==> src/design/dpll_mode_pkg.sv <==
// shared constants and types for the loop mode selector
package dpll_mode_pkg;

  // ----------------------------------------------------------
  // channel count and field sizes
  // ----------------------------------------------------------
  localparam int NCH = 2;             // loop channels
  localparam int PRI_W = 5;           // priority width
  localparam int IDX_W = 14;          // register index width
  localparam logic [5:0] REVERT_GAP = 6'h08; // revert margin

  // ----------------------------------------------------------
  // register indices; byte address is four times the index
  // ----------------------------------------------------------
  localparam logic [IDX_W-1:0] IDX_CLR0 = 14'h200c;
  localparam logic [IDX_W-1:0] IDX_CLR1 = 14'h2011;
  localparam logic [IDX_W-1:0] IDX_MODE0 = 14'h2105;
  localparam logic [IDX_W-1:0] IDX_MODE1 = 14'h2205;
  localparam logic [IDX_W-1:0] IDX_ACT0 = 14'h3009;
  localparam logic [IDX_W-1:0] IDX_ACT1 = 14'h300a;
  localparam logic [IDX_W-1:0] IDX_EVT0 = 14'h3011;
  localparam logic [IDX_W-1:0] IDX_EVT1 = 14'h3016;
  localparam logic [IDX_W-1:0] IDX_PRI0 = 14'h2110;
  localparam logic [IDX_W-1:0] IDX_PRI1 = 14'h2210;
  localparam logic [IDX_W-1:0] IDX_FRW0 = 14'h2120;
  localparam logic [IDX_W-1:0] IDX_FRW1 = 14'h2220;

  // ----------------------------------------------------------
  // field positions and reset values
  // ----------------------------------------------------------
  localparam int EVT_LSB = 5;         // event bits 7:5
  localparam logic [7:0] MODE_RST = 8'h00;   // auto, no force
  localparam logic [4:0] PRI_RST = 5'h1f;    // least favoured
  localparam logic [31:0] FRW_RST = 32'h0000_0000;

  // selection mode field codes
  localparam logic [1:0] SEL_AUTO = 2'h0;
  localparam logic [1:0] SEL_MAN_PRI = 2'h1;
  localparam logic [1:0] SEL_MAN_HOLD = 2'h2;
  localparam logic [1:0] SEL_MAN_ONLY = 2'h3;

  // ----------------------------------------------------------
  // types
  // ----------------------------------------------------------
  typedef enum logic [1:0] {LOOP_CLOSED, LOOP_HOLD, LOOP_FREE} loop_state_t;

  // mode control register layout, bit 7 down to bit 0
  typedef struct packed {
    logic spare;
    logic [2:0] manual_profile_index;
    logic [1:0] sel_mode;
    logic force_hold_control;
    logic force_open_loop_control;
  } mode_reg_t;

  // per-channel result seen by the loop datapath
  typedef struct packed {
    loop_state_t state;
    logic [2:0] profile;
    logic [5:0] active;
    logic switching;
    logic [1:0] hold_word_sel;
    logic [31:0] open_loop_frequency_word;
  } ch_status_t;

endpackage

==> src/design/dpll_reference_mode_selector.sv <==
// loop mode and reference profile selector for two loop channels
`timescale 1ns/1ps

module dpll_reference_mode_selector
  import dpll_mode_pkg::*;
#(
  parameter int N_PROF = 6 // profiles per channel
) (
  input wire logic sys_clk, // system clock
  input wire logic rstn, // async reset, active low
  input wire logic ce, // clock enable
  input wire logic wb_cyc_i, // bus cycle
  input wire logic wb_stb_i, // bus strobe
  input wire logic wb_we_i, // write when high
  input wire logic [15:0] wb_adr_i, // byte address
  input wire logic [3:0] wb_sel_i, // byte lanes
  input wire logic [31:0] wb_dat_i, // write data
  output logic [31:0] wb_dat_o, // read data
  output logic wb_ack_o, // bus acknowledge
  input wire logic [NCH-1:0][N_PROF-1:0] prof_valid, // profile validity
  input wire logic [NCH-1:0] hist_avail, // history ready
  input wire logic [NCH-1:0][1:0] hist_word, // history word pick
  output ch_status_t [NCH-1:0] loop_status // per-channel result
);

  // ----------------------------------------------------------
  // elaboration check
  // ----------------------------------------------------------
  // the active field only holds six profiles; the index field holds eight
  if (N_PROF < 1 || N_PROF > 6) begin : g_bad_prof
    $error("N_PROF must be 1 to 6");
  end

  // ----------------------------------------------------------
  // declarations
  // ----------------------------------------------------------
  typedef logic [N_PROF-1:0][PRI_W-1:0] pri_vec_t;

  mode_reg_t mode_reg [NCH]; // mode control per channel
  pri_vec_t pri [NCH]; // profile priorities
  logic [31:0] frw [NCH]; // freerun tuning words
  loop_state_t state [NCH]; // present loop state
  loop_state_t next_state [NCH]; // decided loop state
  logic [2:0] cur [NCH]; // profile in use
  logic [2:0] next_cur [NCH]; // decided profile
  logic [2:0] prev [NCH]; // switched-from profile
  logic prev_on [NCH]; // prev holds a real profile
  logic [2:0] evt [NCH]; // switch, freerun, holdover
  logic [2:0] evt_set [NCH]; // this cycle's events
  logic [2:0] evt_clr [NCH]; // software clear pulse
  logic [5:0] act [NCH]; // active profile bits
  logic sw_pulse [NCH]; // switching marker
  logic [1:0] hw_sel [NCH]; // held history word pick
  logic [IDX_W-1:0] idx; // word index of access
  logic req; // request waiting for ack
  logic wr_en; // write takes effect now
  logic [31:0] rd_mux; // read data before register

  // ----------------------------------------------------------
  // helper functions
  // ----------------------------------------------------------
  // profile index usable and valid
  function automatic logic prof_ok(input logic [N_PROF-1:0] v,
                                   input logic [2:0] p);
    logic r;
    r = 1'b0;
    for (int i = 0; i < N_PROF; i++) begin
      if (p == 3'(i)) begin
        r = v[i];
      end
    end
    return r;
  endfunction

  // priority of one profile
  function automatic logic [PRI_W-1:0] pri_of(input pri_vec_t pv,
                                               input logic [2:0] p);
    logic [PRI_W-1:0] r;
    r = '1;
    for (int i = 0; i < N_PROF; i++) begin
      if (p == 3'(i)) begin
        r = pv[i];
      end
    end
    return r;
  endfunction

  // search: lowest value wins, ties go to the lower index;
  // result is {found, index}
  function automatic logic [3:0] pick(input logic [N_PROF-1:0] v,
                                      input pri_vec_t pv);
    logic found;
    logic [2:0] best;
    logic [PRI_W-1:0] bp;
    found = 1'b0;
    best = 3'h0;
    bp = '1;
    for (int i = 0; i < N_PROF; i++) begin
      if (v[i] && (!found || pv[i] < bp)) begin
        found = 1'b1;
        best = 3'(i);
        bp = pv[i];
      end
    end
    return {found, best};
  endfunction

  // ----------------------------------------------------------
  // mode decision, evaluated fresh every cycle
  // ----------------------------------------------------------
  // no state here: validity and control changes act at once
  always_comb begin
    mode_reg_t m;
    logic [3:0] pk;
    logic man_ok;
    logic rev;
    loop_state_t fall_st;
    loop_state_t auto_st;
    logic [2:0] auto_cur;
    m = '0;
    pk = 4'h0;
    man_ok = 1'b0;
    rev = 1'b0;
    fall_st = LOOP_HOLD;
    auto_st = LOOP_HOLD;
    auto_cur = 3'h0;
    for (int c = 0; c < NCH; c++) begin
      m = mode_reg[c];
      pk = pick(prof_valid[c], pri[c]);
      // manual index must name a real and valid profile
      man_ok = prof_ok(prof_valid[c], m.manual_profile_index);
      // open-loop fallback: freerun when no history exists
      fall_st = hist_avail[c] ? LOOP_HOLD : LOOP_FREE;
      // revert when the old profile is at least 8 better
      rev = prev_on[c] && prof_ok(prof_valid[c], prev[c]) &&
            ({1'b0, pri_of(pri[c], cur[c])} >=
             {1'b0, pri_of(pri[c], prev[c])} + REVERT_GAP);
      // automatic priority selection
      if (state[c] == LOOP_CLOSED && prof_ok(prof_valid[c], cur[c])) begin
        auto_st = LOOP_CLOSED;
        auto_cur = rev ? prev[c] : cur[c];
      end else if (pk[3]) begin
        auto_st = LOOP_CLOSED;
        auto_cur = pk[2:0];
      end else begin
        auto_st = fall_st;
        auto_cur = cur[c];
      end
      next_state[c] = auto_st;
      next_cur[c] = auto_cur;
      if (m.force_open_loop_control) begin
        next_state[c] = LOOP_FREE;
        next_cur[c] = cur[c];
      end else if (m.force_hold_control) begin
        next_state[c] = LOOP_HOLD;
        next_cur[c] = cur[c];
      end else begin
        case (m.sel_mode)
          SEL_AUTO: begin
            next_state[c] = auto_st;
            next_cur[c] = auto_cur;
          end
          SEL_MAN_PRI: begin
            if (man_ok) begin
              next_state[c] = LOOP_CLOSED;
              next_cur[c] = m.manual_profile_index;
            end
          end
          SEL_MAN_HOLD: begin
            if (man_ok) begin
              next_state[c] = LOOP_CLOSED;
              next_cur[c] = m.manual_profile_index;
            end else begin
              next_state[c] = fall_st;
              next_cur[c] = cur[c];
            end
          end
          SEL_MAN_ONLY: begin
            // no fallback search; only an out-of-range index opens
            if (m.manual_profile_index < 3'(N_PROF)) begin
              next_state[c] = LOOP_CLOSED;
              next_cur[c] = m.manual_profile_index;
            end else begin
              next_state[c] = fall_st;
              next_cur[c] = cur[c];
            end
          end
          default: begin
            next_state[c] = fall_st;
            next_cur[c] = cur[c];
          end
        endcase
      end
    end
  end

  // ----------------------------------------------------------
  // event detection
  // ----------------------------------------------------------
  // events are edges of the decision, so a steady state sets nothing
  always_comb begin
    for (int c = 0; c < NCH; c++) begin
      evt_set[c][2] = next_state[c] == LOOP_CLOSED &&
                      (state[c] != LOOP_CLOSED || next_cur[c] != cur[c]);
      evt_set[c][1] = next_state[c] == LOOP_FREE &&
                      state[c] != LOOP_FREE;
      evt_set[c][0] = next_state[c] == LOOP_HOLD &&
                      state[c] != LOOP_HOLD;
    end
  end

  // ----------------------------------------------------------
  // loop state registers
  // ----------------------------------------------------------
  // starts in holdover so that the first lock raises a switch event
  always_ff @(posedge sys_clk or negedge rstn) begin
    if (!rstn) begin
      for (int c = 0; c < NCH; c++) begin
        state[c] <= LOOP_HOLD;
        cur[c] <= 3'h0;
        prev[c] <= 3'h0;
        prev_on[c] <= 1'b0;
      end
    end else if (ce) begin
      for (int c = 0; c < NCH; c++) begin
        state[c] <= next_state[c];
        cur[c] <= next_cur[c];
        // remember the profile we leave, for the revert test
        if (state[c] == LOOP_CLOSED &&
            (next_state[c] != LOOP_CLOSED || next_cur[c] != cur[c])) begin
          prev[c] <= cur[c];
          prev_on[c] <= 1'b1;
        end
      end
    end
  end

  // ----------------------------------------------------------
  // status outputs: active bits, switch marker, word pick
  // ----------------------------------------------------------
  always_ff @(posedge sys_clk or negedge rstn) begin
    if (!rstn) begin
      for (int c = 0; c < NCH; c++) begin
        act[c] <= 6'h00;
        sw_pulse[c] <= 1'b0;
        hw_sel[c] <= 2'h0;
      end
    end else if (ce) begin
      for (int c = 0; c < NCH; c++) begin
        act[c] <= 6'h00;
        if (next_state[c] == LOOP_CLOSED) begin
          act[c] <= 6'h01 << next_cur[c];
        end
        sw_pulse[c] <= evt_set[c][2];
        // history pick follows in holdover and is frozen otherwise
        if (next_state[c] == LOOP_HOLD) begin
          hw_sel[c] <= hist_word[c];
        end
      end
    end
  end

  // ----------------------------------------------------------
  // latched event flags
  // ----------------------------------------------------------
  // an event in the clear cycle survives: set is applied last
  always_ff @(posedge sys_clk or negedge rstn) begin
    if (!rstn) begin
      for (int c = 0; c < NCH; c++) begin
        evt[c] <= 3'h0;
      end
    end else if (ce) begin
      for (int c = 0; c < NCH; c++) begin
        evt[c] <= (evt[c] & ~evt_clr[c]) | evt_set[c];
      end
    end
  end

  // ----------------------------------------------------------
  // output bundle
  // ----------------------------------------------------------
  always_comb begin
    for (int c = 0; c < NCH; c++) begin
      loop_status[c].state = state[c];
      loop_status[c].profile = cur[c];
      loop_status[c].active = act[c];
      loop_status[c].switching = sw_pulse[c];
      loop_status[c].hold_word_sel = hw_sel[c];
      loop_status[c].open_loop_frequency_word = frw[c];
    end
  end

  // ----------------------------------------------------------
  // bus handshake
  // ----------------------------------------------------------
  // one wait cycle: ack follows the request edge, then drops
  assign idx = wb_adr_i[15:2];
  assign req = wb_cyc_i && wb_stb_i;
  assign wr_en = req && wb_we_i && wb_ack_o;

  always_ff @(posedge sys_clk or negedge rstn) begin
    if (!rstn) begin
      wb_ack_o <= 1'b0;
    end else if (ce) begin
      wb_ack_o <= req && !wb_ack_o;
    end
  end

  // ----------------------------------------------------------
  // clear pulses
  // ----------------------------------------------------------
  // writing one to bits 7:5 clears; zeros leave flags alone
  always_comb begin
    evt_clr[0] = 3'h0;
    evt_clr[1] = 3'h0;
    if (wr_en && wb_sel_i[0]) begin
      if (idx == IDX_CLR0) begin
        evt_clr[0] = wb_dat_i[EVT_LSB+2:EVT_LSB];
      end
      if (idx == IDX_CLR1) begin
        evt_clr[1] = wb_dat_i[EVT_LSB+2:EVT_LSB];
      end
    end
  end

  // ----------------------------------------------------------
  // mode control registers
  // ----------------------------------------------------------
  always_ff @(posedge sys_clk or negedge rstn) begin
    if (!rstn) begin
      mode_reg[0] <= mode_reg_t'(MODE_RST);
      mode_reg[1] <= mode_reg_t'(MODE_RST);
    end else if (ce && wr_en && wb_sel_i[0]) begin
      if (idx == IDX_MODE0) begin
        mode_reg[0] <= mode_reg_t'(wb_dat_i[7:0]);
      end
      if (idx == IDX_MODE1) begin
        mode_reg[1] <= mode_reg_t'(wb_dat_i[7:0]);
      end
    end
  end

  // ----------------------------------------------------------
  // priority registers, one word per profile
  // ----------------------------------------------------------
  always_ff @(posedge sys_clk or negedge rstn) begin
    if (!rstn) begin
      for (int c = 0; c < NCH; c++) begin
        for (int p = 0; p < N_PROF; p++) begin
          pri[c][p] <= PRI_RST;
        end
      end
    end else if (ce && wr_en && wb_sel_i[0]) begin
      for (int p = 0; p < N_PROF; p++) begin
        if (idx == IDX_PRI0 + IDX_W'(p)) begin
          pri[0][p] <= wb_dat_i[PRI_W-1:0];
        end
        if (idx == IDX_PRI1 + IDX_W'(p)) begin
          pri[1][p] <= wb_dat_i[PRI_W-1:0];
        end
      end
    end
  end

  // ----------------------------------------------------------
  // freerun tuning words, byte-lane writable
  // ----------------------------------------------------------
  always_ff @(posedge sys_clk or negedge rstn) begin
    if (!rstn) begin
      frw[0] <= FRW_RST;
      frw[1] <= FRW_RST;
    end else if (ce && wr_en) begin
      for (int b = 0; b < 4; b++) begin
        if (wb_sel_i[b] && idx == IDX_FRW0) begin
          frw[0][8*b +: 8] <= wb_dat_i[8*b +: 8];
        end
        if (wb_sel_i[b] && idx == IDX_FRW1) begin
          frw[1][8*b +: 8] <= wb_dat_i[8*b +: 8];
        end
      end
    end
  end

  // ----------------------------------------------------------
  // read mux; clear registers and unmapped words read zero
  // ----------------------------------------------------------
  always_comb begin
    rd_mux = 32'h0000_0000;
    if (idx == IDX_MODE0) begin
      rd_mux[7:0] = mode_reg[0];
    end else if (idx == IDX_MODE1) begin
      rd_mux[7:0] = mode_reg[1];
    end else if (idx == IDX_EVT0) begin
      rd_mux[EVT_LSB+2:EVT_LSB] = evt[0];
    end else if (idx == IDX_EVT1) begin
      rd_mux[EVT_LSB+2:EVT_LSB] = evt[1];
    end else if (idx == IDX_ACT0) begin
      rd_mux[5:0] = act[0];
    end else if (idx == IDX_ACT1) begin
      rd_mux[5:0] = act[1];
    end else if (idx == IDX_FRW0) begin
      rd_mux = frw[0];
    end else if (idx == IDX_FRW1) begin
      rd_mux = frw[1];
    end
    for (int p = 0; p < N_PROF; p++) begin
      if (idx == IDX_PRI0 + IDX_W'(p)) begin
        rd_mux[PRI_W-1:0] = pri[0][p];
      end
      if (idx == IDX_PRI1 + IDX_W'(p)) begin
        rd_mux[PRI_W-1:0] = pri[1][p];
      end
    end
  end

  // read data is captured with ack so it stands during ack
  always_ff @(posedge sys_clk or negedge rstn) begin
    if (!rstn) begin
      wb_dat_o <= 32'h0000_0000;
    end else if (ce && req && !wb_ack_o) begin
      wb_dat_o <= rd_mux;
    end
  end

endmodule // dpll_reference_mode_selector

==> config.mk <==
export PLATFORM = sky130hd
export DESIGN_NAME = dpll_reference_mode_selector
export DESIGN_NICKNAME = d
export VERILOG_FILES = /design/src/design/dpll_mode_pkg.sv /design/src/design/dpll_reference_mode_selector.sv
export SDC_FILE = /design/constraint.sdc
export NUM_CORES = 1
export LEC_CHECK = 0
export BUFFER_PORTS_ARGS = -buffer_cell sky130_fd_sc_hd__buf_2
export CORE_UTILIZATION = 55
export DETAILED_ROUTE_END_ITERATION = 16
export GPL_ROUTABILITY_DRIVEN = 1
export GPL_TIMING_DRIVEN = 1
export HOLD_SLACK_MARGIN = 0.03
export PLACE_DENSITY = 0.77
export SYNTH_ARGS = -nofsm -noshare
export SYNTH_HDL_FRONTEND = slang
export SYNTH_SLANG_ARGS = --single-unit
==> constraint.sdc <==
create_clock -name sys_clk -period 10.1 [get_ports sys_clk]
set_input_delay 1.515 -clock sys_clk [delete_from_list [all_inputs] [get_ports sys_clk]]
set_output_delay 1.515 -clock sys_clk [all_outputs]
set_load 0.005 [all_outputs]
# Yosys cells after proc, flatten, opt, wreduce, memory -nomap -nowiden
# Cells that the tools add are included.
[totals]
register_bits = 215
wordCells = 409
[classes]
n_bitwise = 6
order_cmp = 14
addsub = 2
n_eq_ne = 68
shift = 2
n_reduce_logical = 108
mux = 161
[ops]
columns = ["cell", "count"]
rows = [
  ["equality test 14 bit, second input constant", 22],
  ["two-way mux 5 bit", 48],
  ["two-way mux 24 bit", 4],
  ["two-way mux 3 bit", 26],
  ["two-way mux 32 bit", 2],
  ["two-way mux 26 bit", 2],
  ["AND reduction 2 bit", 26],
  ["less-than comparator 5 bit", 10],
  ["two-way mux 1 bit", 50],
  ["logical AND 1 bit", 41],
  ["equality test 3 x 2 -> 1 bit, second input constant", 12],
  ["equality test 3 bit, second input constant", 12],
  ["two-way mux 2 bit", 18],
  ["two-way mux 6 bit", 5],
  ["one-hot mux 3 bit (4 select lines)", 2],
  ["equality test 3 x 1 -> 1 bit, second input constant", 6],
  ["zero test 3 bit", 6],
  ["two-way mux 8 bit", 2],
  ["one-hot mux 2 bit (4 select lines)", 2],
  ["logical OR 1 bit", 14],
  ["adder 5 x 4 -> 6 bit, second input constant", 2],
  ["equality test 2 bit, second input constant", 6],
  ["greater-or-equal comparator 5 x 6 -> 1 bit", 2],
  ["zero test 2 bit", 6],
  ["other kinds (11)", 35],
]

# Longest topological paths before layout
# Gate-level depths: netlist of the first run.
[depth]
word_depth = 31
mapped_depth = 55
ltp_nobuf = 52

# Worst setup path before layout of the first run
# Ideal clock, no wire load.
[synth_path]
path_type = "in2reg"
from = "in prof_valid[6] in the netlist's numbering"
to = "reg prev[1] in the netlist's numbering"
setup_slack_ps = -273
path_stages = 54
setup_ps = 125
arrival_ps = 10248
path_cell_list = "clkbuf_1 > inv_1 > nor2_1 > ha_1 > or3b_2 > a31oi_1 > o31ai_1 > nand2_1 > nand2_1 > o21ai_0 > inv_1 > ha_1 > nand2_1 > o21bai_1 > maj3_1 > o211ai_1 > o2111ai_1 > o21ai_1 > [... 18 more ...] > a32o_1 > a21oi_2 > mux2_2 > ha_1 > a21oi_1 > nor2b_1 > o21ai_0 > nand3b_1 > nor2_1 > nand2_1 > nor2_1 > o21ai_0 > and3b_1 > a31oi_1 > xnor2_1 > and3b_1 > a21oi_1 > mux2_2"
[synth_between]
elab_chain_cells = 31
[synth_lines]
columns = ["item", "line", "rtl"]
rows = [
  ["start: declaration", "dpll_reference_mode_selector.sv:20", "input wire logic [NCH-1:0][N_PROF-1:0] prof_valid,"],
  ["two-way mux 5 bit or two-way mux 1 bit (tied branches)", "dpll_reference_mode_selector.sv:99", "if (v[i] && (!found || pv[i] < bp)) begin"],
  ["less-than comparator 5 bit or zero test 1 bit (tied branches)", "dpll_reference_mode_selector.sv:99", ""],
  ["logical OR 1 bit", "dpll_reference_mode_selector.sv:99", ""],
  ["logical AND 1 bit", "dpll_reference_mode_selector.sv:99", ""],
  ["two-way mux 5 bit or two-way mux 1 bit (tied branches)", "dpll_reference_mode_selector.sv:99", ""],
  ["less-than comparator 5 bit or zero test 1 bit (tied branches)", "dpll_reference_mode_selector.sv:99", ""],
  ["logical OR 1 bit", "dpll_reference_mode_selector.sv:99", ""],
  ["logical AND 1 bit", "dpll_reference_mode_selector.sv:99", ""],
  ["[... 15 more ...]", "--", ""],
  ["two-way mux 3 bit or two-way mux 2 bit (tied branches)", "dpll_reference_mode_selector.sv:164", "if (man_ok) begin"],
  ["one-hot mux 3 bit (4 select lines) or one-hot mux 2 bit (4 select lines) (tied branches)", "dpll_reference_mode_selector.sv:158", "case (m.sel_mode)"],
  ["two-way mux 3 bit or two-way mux 2 bit (tied branches)", "dpll_reference_mode_selector.sv:154", "end else if (m.force_hold_control) begin"],
  ["two-way mux 3 bit or two-way mux 2 bit (tied branches)", "dpll_reference_mode_selector.sv:151", "if (m.force_open_loop_control) begin"],
  ["!= test 3 bit or nonzero test 2 bit (tied branches)", "dpll_reference_mode_selector.sv:230", "(next_state[c] != LOOP_CLOSED || next_cur[c] != cur[c])) begin"],
  ["logical OR 1 bit *", "dpll_reference_mode_selector.sv:230", ""],
  ["logical AND 1 bit *", "dpll_reference_mode_selector.sv:229", "if (state[c] == LOOP_CLOSED &&"],
  ["AND reduction 2 bit (no line) *", "--", ""],
  ["end signal: indexed assignment", "dpll_reference_mode_selector.sv:231", "prev[c] <= cur[c];"],
  ["end: declaration", "dpll_reference_mode_selector.sv:46", "logic [2:0] prev [NCH];"],
]
# Mark *: on every way between the ends. The rest lies on a longest branch, timed or not.
# A chain may end at the register's enable or synchronous reset.

# Final worst setup path of the first run
[layout_path]
from = "in prof_valid[6] in the netlist's numbering"
to = "reg prev_on[0] in the netlist's numbering"
[layout_between]
elab_chain_cells = 31
[layout_lines]
columns = ["item", "line", "rtl"]
rows = [
  ["two-way mux 5 bit or two-way mux 1 bit (tied branches)", "dpll_reference_mode_selector.sv:99", ""],
  ["less-than comparator 5 bit or zero test 1 bit (tied branches)", "dpll_reference_mode_selector.sv:99", ""],
  ["logical OR 1 bit", "dpll_reference_mode_selector.sv:99", ""],
  ["logical AND 1 bit", "dpll_reference_mode_selector.sv:99", ""],
  ["two-way mux 5 bit or two-way mux 1 bit (tied branches)", "dpll_reference_mode_selector.sv:99", ""],
  ["less-than comparator 5 bit or zero test 1 bit (tied branches)", "dpll_reference_mode_selector.sv:99", ""],
  ["logical OR 1 bit", "dpll_reference_mode_selector.sv:99", ""],
  ["logical AND 1 bit", "dpll_reference_mode_selector.sv:99", ""],
  ["[... 15 more ...]", "--", ""],
  ["two-way mux 3 bit or two-way mux 2 bit (tied branches)", "dpll_reference_mode_selector.sv:164", ""],
  ["one-hot mux 3 bit (4 select lines) or one-hot mux 2 bit (4 select lines) (tied branches)", "dpll_reference_mode_selector.sv:158", ""],
  ["two-way mux 3 bit or two-way mux 2 bit (tied branches)", "dpll_reference_mode_selector.sv:154", ""],
  ["two-way mux 3 bit or two-way mux 2 bit (tied branches)", "dpll_reference_mode_selector.sv:151", ""],
  ["!= test 3 bit or nonzero test 2 bit (tied branches)", "dpll_reference_mode_selector.sv:230", ""],
  ["logical OR 1 bit *", "dpll_reference_mode_selector.sv:230", ""],
  ["logical AND 1 bit *", "dpll_reference_mode_selector.sv:229", ""],
  ["AND reduction 2 bit (no line) *", "--", ""],
  ["end signal: indexed assignment", "dpll_reference_mode_selector.sv:222", "prev_on[c] <= 1'b0;"],
  ["end signal: indexed assignment", "dpll_reference_mode_selector.sv:232", "prev_on[c] <= 1'b1;"],
  ["end: declaration", "dpll_reference_mode_selector.sv:47", "logic prev_on [NCH];"],
]
# Marks and branches as above.

==> flow_summary.yaml, run 1 <==
final_layout:
  final_cell_mix: "buf_2, nand2_1, dfrtp_1"
  area_growth_pct: 19.2
  layout_commonest_cell: "buf_2"
  nNetsFinal: 1843
  largest_reg_flops: 92
  drive_gt1_frac: 0.333
  fin_util: 0.665
clock_network:
  cts_tree: "built"
  h-tree-depth: 1
  cts_max_path_buffers: 3
  clkTransAtPathRegs_ps: 70
  worstSkewPairLatency_ps: 560
  cts_root_buf: "clkbuf_16"
  cts.sinks: 215
  cts_inserted_buffers: 25
timing:
  fin_skew_ps: 29.2
  max-slew-margin-rel: 0.177
  min_period_over_period: 0.952
  hold_violations: 0
  worst_pin_slew_ps: 1230
  min_period_ps: 9620
  fin_hold_ws_ps: 468
  drv_slew: 0
  setup_violations: 0
  finalSetupTns_ps: 0
  fmax_ghz: 0.104
floorplanning:
  dieArea_sq_um: 26100
  core_sq_um: 25100
  rows: 58
  die_w_um: 162
  initial_utilization: 0.558
  die_h_um: 162
  pin_count: 201
power_and_ir_drop:
  p_switching_uw: 928
  irDropWorstVdd_uv: 156
  p_leak_nw: 7.83
  p_sw_frac: 0.334
  combinationalPowerShare: 0.291
  p_int_mw: 1.85
  power_mw: 2.78
  p_per_area_nw_per_um2: 167
  pwr-share-clk: 0.357
  seq_power_share: 0.352
grt:
  grt_overflow: 0
  antenna_found_initial: 2
  grt_usage: 0.359
  grt_pass1_wl_um: 73200
  grt_max_degree: 88
  grt_pass1_vias: 12900
outcome:
  outcome: "completed"
detailed_routing:
  wire_per_inst_um: 22.9
  viasPerCell: 6.53
  drt-pass1-iter-count: 8
  drc: 0
  via_count: 13600
  first_iter_violations: 1502
  drt-total-wl_um: 47500
  ant_nets: 0
setup_path:
  crit_start: "prof_valid[6]"
  cp.required_ps: 10540
  crit_path_top_delay_cell: "or3b_4"
  critPathMaxFanout: 6
  critPathKind: "input port to flop"
  cp_slowest_stage_delay_ps: 420
  cp_data_arrival_time_ps: 10060
  reg2reg_from: "pri[4]$_DFFE_PN1P_"
  cp-start-kind: "input port"
  end_kind: "flop"
logic_synthesis:
  syn_area_per_cell_sq_um: 9.23
  seq_area_frac_synth: 0.389
  synth_warnings: 0
  netlist_instances: 1518
  synth_async_sr_flop_share: 1.00
  yosysUniqueCellTypes: 89
  synth_edf_count: 0
  synth_fp_nets: 1634
  ys_ff_latch: 215
  ys.flop_type: "dfrtp_1"
  syn-cell-area_sq_um: 14000
worst_hold_path:
  hold_start: "prev_on[1]$_DFFE_PN0P_"
  worstHoldPathType: "flop to flop"
placement:
  place.gp.congestion: 1.01
  hpwl_um: 34100
  io_buffers: 198
flow_run:
  drv_cap: 0
-- logic make-up (layout without fill, tap and decap cells) --
| logic type | count (synthesis) | count (layout) | share of synthesized area |
|---|---|---|---|
| other | 0 | 1 | 0 |
| AOI/OAI and AO/OA | 466 | 466 | 0.223 |
| DFF | 215 | 215 | 0.389 |
| and+or+nand+nor | 450 | 450 | 0.151 |
| adders and majority gates | 42 | 42 | 0.0372 |
| muxes | 193 | 193 | 0.156 |
| xor gates and xnor gates | 5 | 5 | 0.00313 |
| buffers and inverters | 147 | 375 | 0.0403 |
-- synth_stat cells (5+ instances only) --
master / count / area share
nand4_1: 9 / 0.0040
o22ai_1: 28 / 0.012
mux2i_1: 44 / 0.031
nand2_1: 156 / 0.042
o21a_1: 8 / 0.0043
clkbuf_1: 67 / 0.018
nor2b_1: 20 / 0.0089
a21o_1: 19 / 0.010
mux2_2: 141 / 0.11
a221o_1: 5 / 0.0036
nand3_1: 16 / 0.0057
dfstp_2: 62 / 0.12
nor3_1: 42 / 0.015
o2111ai_1: 5 / 0.0031
a22oi_1: 39 / 0.021
nand2b_1: 22 / 0.0098
o2bb2ai_1: 6 / 0.0037
o211ai_1: 10 / 0.0054
buf_1: 11 / 0.0029
a22o_1: 8 / 0.0050
o31a_1: 5 / 0.0031
a21oi_1: 90 / 0.032
a31oi_1: 14 / 0.0062
o31ai_1: 13 / 0.0070
a211oi_1: 10 / 0.0054
mux4_2: 6 / 0.0096
inv_1: 62 / 0.017
ha_1: 40 / 0.036
a221oi_1: 19 / 0.012
or3_1: 9 / 0.0040
o21ai_0: 120 / 0.043
and3_1: 9 / 0.0040
o221ai_1: 5 / 0.0031
dfrtp_1: 153 / 0.27
a222oi_1: 14 / 0.010
or2_2: 10 / 0.0045
a211o_1: 5 / 0.0031
nor2_1: 120 / 0.032
-- power by group through the flow --
| stage | sequential [mW] | combinational (mW) | clock [mW] |
|---|---|---|---|
| floorplan | 0.935 | 0.533 | 0 |
| global placement | 0.987 | 0.732 | 0 |
| detailed placement | 0.989 | 0.761 | 0 |
| CTS | 0.975 | 0.765 | 0.997 |
| global route | 0.981 | 0.884 | 1.03 |
| finish | 0.979 | 0.809 | 0.994 |
-- metal layers --
layer	GRT usage	up-vias	wire length [um]
met5	0	-	16
met4	0.125	2	1670
met3	0.0773	120	4780
met2	0.554	742	21300
met1	0.498	6608	19700
li1	-	6096	-
-- repair_timing --
action                     in CTS  in global routing
buffers inserted                0                  7
gates resized for setup         0                 29
hold buffers                    0                  0
setup endpoints to repair       0                 21
-- layout make-up --
cell class / count / area [sq um]
fill: 2060 / 8410
multi-input combinational: 1156 / 8180
sequential: 215 / 5460
timing repair buffer: 265 / 1500
clock buffer: 25 / 626
tap: 330 / 413
clock inverter: 21 / 278
inverter: 64 / 240
antenna: 1 / 2.50
-- critical path: cells and delay by family --
family | cells | cell delay, ps
buffers and inverters | 9 | 1040
adders and majority gates | 6 | 1680
AOI/OAI and AO/OA | 20 | 2690
and+or+nand+nor | 17 | 2840
muxes | 1 | 260
-- metrics by stage --
step | instance area, sq um | cells | setup slack, ps
after floorplan | 14100 | 1518 | 7.76
after global placement | 15600 | 2023 | 35.6
after detailed placement | 15600 | 2023 | -207
after CTS | 16500 | 2069 | 300
after global routing | 16700 | 2076 | -133
final | 16700 | 2077 | 484
-- final timing paths --
kind	endpoint	slack (ps)	depth (start not counted)
worst max-delay path	prev_on[0]$_DFFE_PN0P_	480	53
worst min-delay path	prev_on[1]$_DFFE_PN0P_	470	1
worst max register to register	prev_on[0]$_DFFE_PN0P_	1050	51
worst min register to register	prev_on[1]$_DFFE_PN0P_	470	1
max in group asynchronous	loop_status[91]$_DFFE_PN0P_	7070	3
min in group asynchronous	loop_status[71]$_DFFE_PN0P_	980	1
Note: power is estimated with default switching activity, not from simulation.
==> run 2: changes to the inputs <==
Settings changed: CTS_BUF_LIST from default to sky130_fd_sc_hd__clkbuf_16, PLACE_DENSITY 0.77 to 0.76.
==> flow_summary.yaml, run 2 (synthesis results as in run 1) <==
setup_path:
  rrSetupSlack_ps: 1050
  endpoint: "prev[1]$_DFFE_PN0P_"
  cp_common_cell: "nand2_1"
  crit_start: "prof_valid[6]"
  end_kind: "flop"
  cp.required_ps: 10500
  cp-start-kind: "input port"
  reg2reg_from: "pri[4]$_DFFE_PN1P_"
  cp_slowest_stage_delay_ps: 420
  crit_path_top_delay_cell: "or3b_4"
  cp_num_buf_inv: 5
  r2r-end: "prev[1]$_DFFE_PN0P_"
  r2r_cells: 49
  worst-path-stages: 51
  critPathMaxFanout: 6
  cp_top_family: "compound AO/OA/AOI/OAI gates"
  cp_data_arrival_time_ps: 10010
  critPathKind: "input port to flop"
power_and_ir_drop:
  p_sw_frac: 0.329
  pwr-share-clk: 0.331
  p_int_mw: 1.77
  combinationalPowerShare: 0.298
  p_switching_uw: 870
  p_per_area_nw_per_um2: 160
  seq_power_share: 0.371
  irDropWorstVdd_uv: 209
  p_leak_nw: 7.79
grt:
  grt_pass1_vias: 12900
  grt_usage: 0.355
  grt_pass1_wl_um: 72700
  grt_max_degree: 141
  antenna_found_initial: 6
  grt_overflow: 0
worst_hold_path:
  worstHoldPathType: "flop to flop"
final_layout:
  final_cell_mix: "buf_2, nand2_1, dfrtp_1"
  nFillCells: 2060
  largest_reg_flops: 92
  fin_util: 0.659
  layout_commonest_cell: "buf_2"
  drive_gt1_frac: 0.325
  final_cells: 2074
  design_area_sq_um: 16600
  area_growth_pct: 18.1
  nNetsFinal: 1837
detailed_routing:
  ant_nets: 0
  wire_per_inst_um: 22.4
  drc: 0
  viasPerCell: 6.53
  drt-total-wl_um: 46500
  via_count: 13600
  first_iter_violations: 1577
  drt-pass1-iter-count: 6
timing:
  max-slew-margin-rel: 0.227
  min_period_over_period: 0.951
  drv_slew: 0
  worst_pin_slew_ps: 1150
  min_period_ps: 9600
  fmax_ghz: 0.104
  fin_skew_ps: 18.1
  setup_violations: 0
  hold_violations: 0
clock_network:
  clkTransAtPathRegs_ps: 60
  cts_root_buf: "clkbuf_16"
  cts.sinks: 215
  cts_inserted_buffers: 24
  cts_max_path_buffers: 3
  h-tree-depth: 1
  cts_tree: "built"
  worstSkewPairLatency_ps: 530
floorplanning:
  die_h_um: 162
  pin_count: 201
  rows: 58
  core_sq_um: 25100
  die_w_um: 162
  initial_utilization: 0.558
  dieArea_sq_um: 26100
placement:
  dpl_cell_area_sq_um: 15600
  place.gp.congestion: 0.985
  hpwl_um: 33400
  placedCellCount: 2021
  io_buffers: 198
outcome:
  outcome: "completed"
flow_run:
  drv_cap: 0
-- run 2: cell count changes in the layout (fill, tap and decap cells not counted), sizes merged --
| cell | change |
|---|---|
| buf | -5 |
| bufinv | -2 |
| clkbuf | -1 |
| clkinv | +3 |
| clkinvlp | -5 |
| diode | +4 |
| inv | +3 |
-- run 2: worst min-delay path by stage --
stage | endpoint | slack (ps) | depth (start not counted) | startpoint
global placement | prev_on[0]$_DFFE_PN0P_ | 450 | 1 | prev_on[0]$_DFFE_PN0P_
finish | prev_on[0]$_DFFE_PN0P_ | 460 | 1 | prev_on[0]$_DFFE_PN0P_
global route | prev_on[0]$_DFFE_PN0P_ | 480 | 1 | prev_on[0]$_DFFE_PN0P_
floorplan | prev_on[1]$_DFFE_PN0P_ | 430 | 1 | prev_on[1]$_DFFE_PN0P_
detailed placement | prev_on[0]$_DFFE_PN0P_ | 450 | 1 | prev_on[0]$_DFFE_PN0P_
CTS | prev_on[0]$_DFFE_PN0P_ | 460 | 1 | prev_on[0]$_DFFE_PN0P_
-- run 2: routing by layer --
| layer | part of all wire | routed length (um) | GRT usage |
|---|---|---|---|
| met1 | 0.42 | 19500 | 0.505 |
| met2 | 0.45 | 20800 | 0.533 |
| met3 | 0.097 | 4530 | 0.0719 |
| met4 | 0.036 | 1660 | 0.131 |
| met5 | 0.00028 | 13 | 0 |
-- run 2: through the flow --
step	total power [mW]	hold WS [ps]	setup TNS (ps)	setup slack (ps)
after floorplan	1.47	425	0	7.76
after global placement	1.72	449	-68.4	-49.7
after detailed placement	1.74	448	-716	-189
after CTS	2.61	463	0	307
after global routing	2.77	483	-420	-106
final	2.64	457	0	496
-- run 2: final cells by class --
cell class	count	area, sq um	share of cell area
inverter	64	240	0.0145
clock inverter	20	189	0.0114
antenna	5	12.5	0.000756
tap	330	413	0.0249
timing repair buffer	260	1470	0.0886
multi-input combinational	1156	8180	0.494
clock buffer	24	601	0.0363
sequential	215	5460	0.330
-- run 2: timing repair --
action,CTS,global route
resized for setup,0,24
buffers inserted,0,4
hold buffers,0,0
setup endpoints to repair,0,20
-- run 2: power groups by stage --
stage | Combinational [mW] | Clock (mW) | Sequential [mW]
after CTS | 0.752 | 0.883 | 0.977
after detailed placement | 0.747 | 0 | 0.992
after global routing | 0.868 | 0.920 | 0.986
final | 0.789 | 0.874 | 0.981
after floorplan | 0.533 | 0 | 0.935
after global placement | 0.731 | 0 | 0.990
==> run 3: changes to the inputs <==
Settings changed: CORE_UTILIZATION 55 to 50, PLACE_DENSITY 0.76 to 0.7.
==> flow_summary.yaml, run 3 (synthesis results as in run 1) <==
floorplanning:
  die_h_um: 169
  dieArea_sq_um: 28700
  core_sq_um: 27300
  rows: 60
  pin_count: 201
  die_w_um: 169
  initial_utilization: 0.514
power_and_ir_drop:
  p_leak_nw: 7.88
  pwr-share-clk: 0.335
  p_per_area_nw_per_um2: 160
  combinationalPowerShare: 0.292
  irDropWorstVdd_uv: 169
  seq_power_share: 0.373
  p_switching_uw: 886
  p_int_mw: 1.79
  p_sw_frac: 0.331
placement:
  hpwl_um: 34300
  io_buffers: 198
  dpl_worst_slack_ps: -253
  dpl_cell_area_sq_um: 15800
  place.gp.congestion: 0.956
grt:
  grt_usage: 0.325
  grt_max_degree: 90
  antenna_found_initial: 4
  grt_overflow: 0
  grt_pass1_vias: 12800
  grt_pass1_wl_um: 72700
clock_network:
  cts.sinks: 215
  h-tree-depth: 1
  clkTransAtPathRegs_ps: 60
  cts_root_buf: "clkbuf_16"
  cts_inserted_buffers: 25
  worstSkewPairLatency_ps: 550
  cts_hold_buf: 0
  cts_tree: "built"
  cts_max_path_buffers: 3
setup_path:
  end_kind: "flop"
  reg2reg_from: "pri[2]$_DFFE_PN1P_"
  rrSetupSlack_ps: 1110
  cp-start-kind: "input port"
  crit_path_top_delay_cell: "or3b_4"
  critPathKind: "input port to flop"
  cp_top_family: "compound AO/OA/AOI/OAI gates"
  cp_slowest_stage_delay_ps: 420
  cp_data_arrival_time_ps: 10000
  r2r-end: "prev_on[0]$_DFFE_PN0P_"
  r2r_cells: 50
  cp.required_ps: 10520
  cp_num_buf_inv: 6
  critPathMaxFanout: 7
timing:
  worst_pin_slew_ps: 1140
  fin_skew_ps: 30.6
  min_period_over_period: 0.948
  fin_hold_ws_ps: 465
  layout_setup_ws_ps: 523
  setup_violations: 0
  fmax_ghz: 0.104
  max-slew-margin-rel: 0.234
  hold_violations: 0
  min_period_ps: 9580
  drv_slew: 0
  finalSetupTns_ps: 0
final_layout:
  largest_reg_flops: 92
  area_growth_pct: 19.3
  nNetsFinal: 1854
  design_area_sq_um: 16700
  layout_commonest_cell: "buf_2"
  final_cell_mix: "buf_2, nand2_1, dfrtp_1"
  drive_gt1_frac: 0.328
detailed_routing:
  via_count: 13500
  drc: 0
  drt-total-wl_um: 46900
  ant_nets: 0
  viasPerCell: 6.34
  drt-pass1-iter-count: 8
  wire_per_inst_um: 22.0
  first_iter_violations: 1365
worst_hold_path:
  hold_end: "prev_on[1]$_DFFE_PN0P_"
  hold_start: "prev_on[1]$_DFFE_PN0P_"
  worstHoldPathType: "flop to flop"
  hold_depth: 1
flow_run:
  drv_cap: 0
outcome:
  outcome: "completed"
[run 3: changes by cell type in the layout (fill, tap and decap cells not counted), sizes merged]
| cell | delta |
|---|---|
| buf | +16 |
| clkbuf | +1 |
| diode | -4 |
| inv | +1 |
[run 3: how the worst max path moves through the flow]
stage	start	end	slack, ps	depth (start not counted)
2_1_floorplan	prof_valid[6]	prev[1]$_DFFE_PN0P_	8	55
3_3_place_gp	prof_valid[6]	prev[1]$_DFFE_PN0P_	-220	51
3_5_place_dp	prof_valid[6]	prev[1]$_DFFE_PN0P_	-250	50
4_1_cts	prof_valid[6]	prev_on[0]$_DFFE_PN0P_	260	51
5_1_grt	prof_valid[6]	prev_on[0]$_DFFE_PN0P_	-70	53
6_report	prof_valid[6]	prev_on[0]$_DFFE_PN0P_	520	52
[run 3: through the flow]
| step | cells | total power [mW] | utilization |
|---|---|---|---|
| final | 2130 | 2.68 | 0.614 |
| after global routing | 2130 | 2.80 | 0.614 |
| after CTS | 2126 | 2.64 | 0.609 |
| after detailed placement | 2080 | 1.74 | 0.579 |
| after global placement | 2080 | 1.72 | 0.579 |
| after floorplan | 1518 | 1.47 | - |
[run 3: worst register-to-register path: cells and delay by family, from the launching register on]
kind	cells	cell delay (ps)
AOI/OAI and AO/OA	22	3250
xor gates and xnor gates	1	310
DFF	1	610
buffers and inverters	4	390
muxes	1	290
and+or+nand+nor	16	2360
adders and majority gates	6	1680
[run 3: final cells by class]
| class | instances | area (sq um) |
|---|---|---|
| clock inverter | 21 | 186 |
| multi-input combinational | 1156 | 8160 |
| timing repair buffer | 276 | 1590 |
| antenna | 1 | 2.50 |
| fill | 2343 | 10500 |
| inverter | 64 | 240 |
| tap | 372 | 465 |
| clock buffer | 25 | 626 |
| sequential | 215 | 5460 |
[run 3: timing repair]
action                     CTS  global route
buffers inserted             0             3
gates resized for setup      0            24
setup endpoints to repair    0            17
[run 3: power by group through the flow]
stage / clock (mW) / sequential, mW / combinational, mW
floorplan: 0 / 0.935 / 0.533
global placement: 0 / 1.01 / 0.714
detailed placement: 0 / 1.01 / 0.733
CTS: 0.910 / 0.995 / 0.738
global route: 0.939 / 1.01 / 0.859
finish: 0.896 / 1.00 / 0.781
[run 3: routing by layer]
| layer | track usage | share of wire | vias to the layer above |
|---|---|---|---|
| li1 | - | - | 6093 |
| met1 | 0.455 | 0.43 | 6574 |
| met2 | 0.498 | 0.45 | 733 |
| met3 | 0.0814 | 0.10 | 90 |
| met4 | 0.0897 | 0.025 | 6 |
| met5 | 0 | 0.00085 | - |
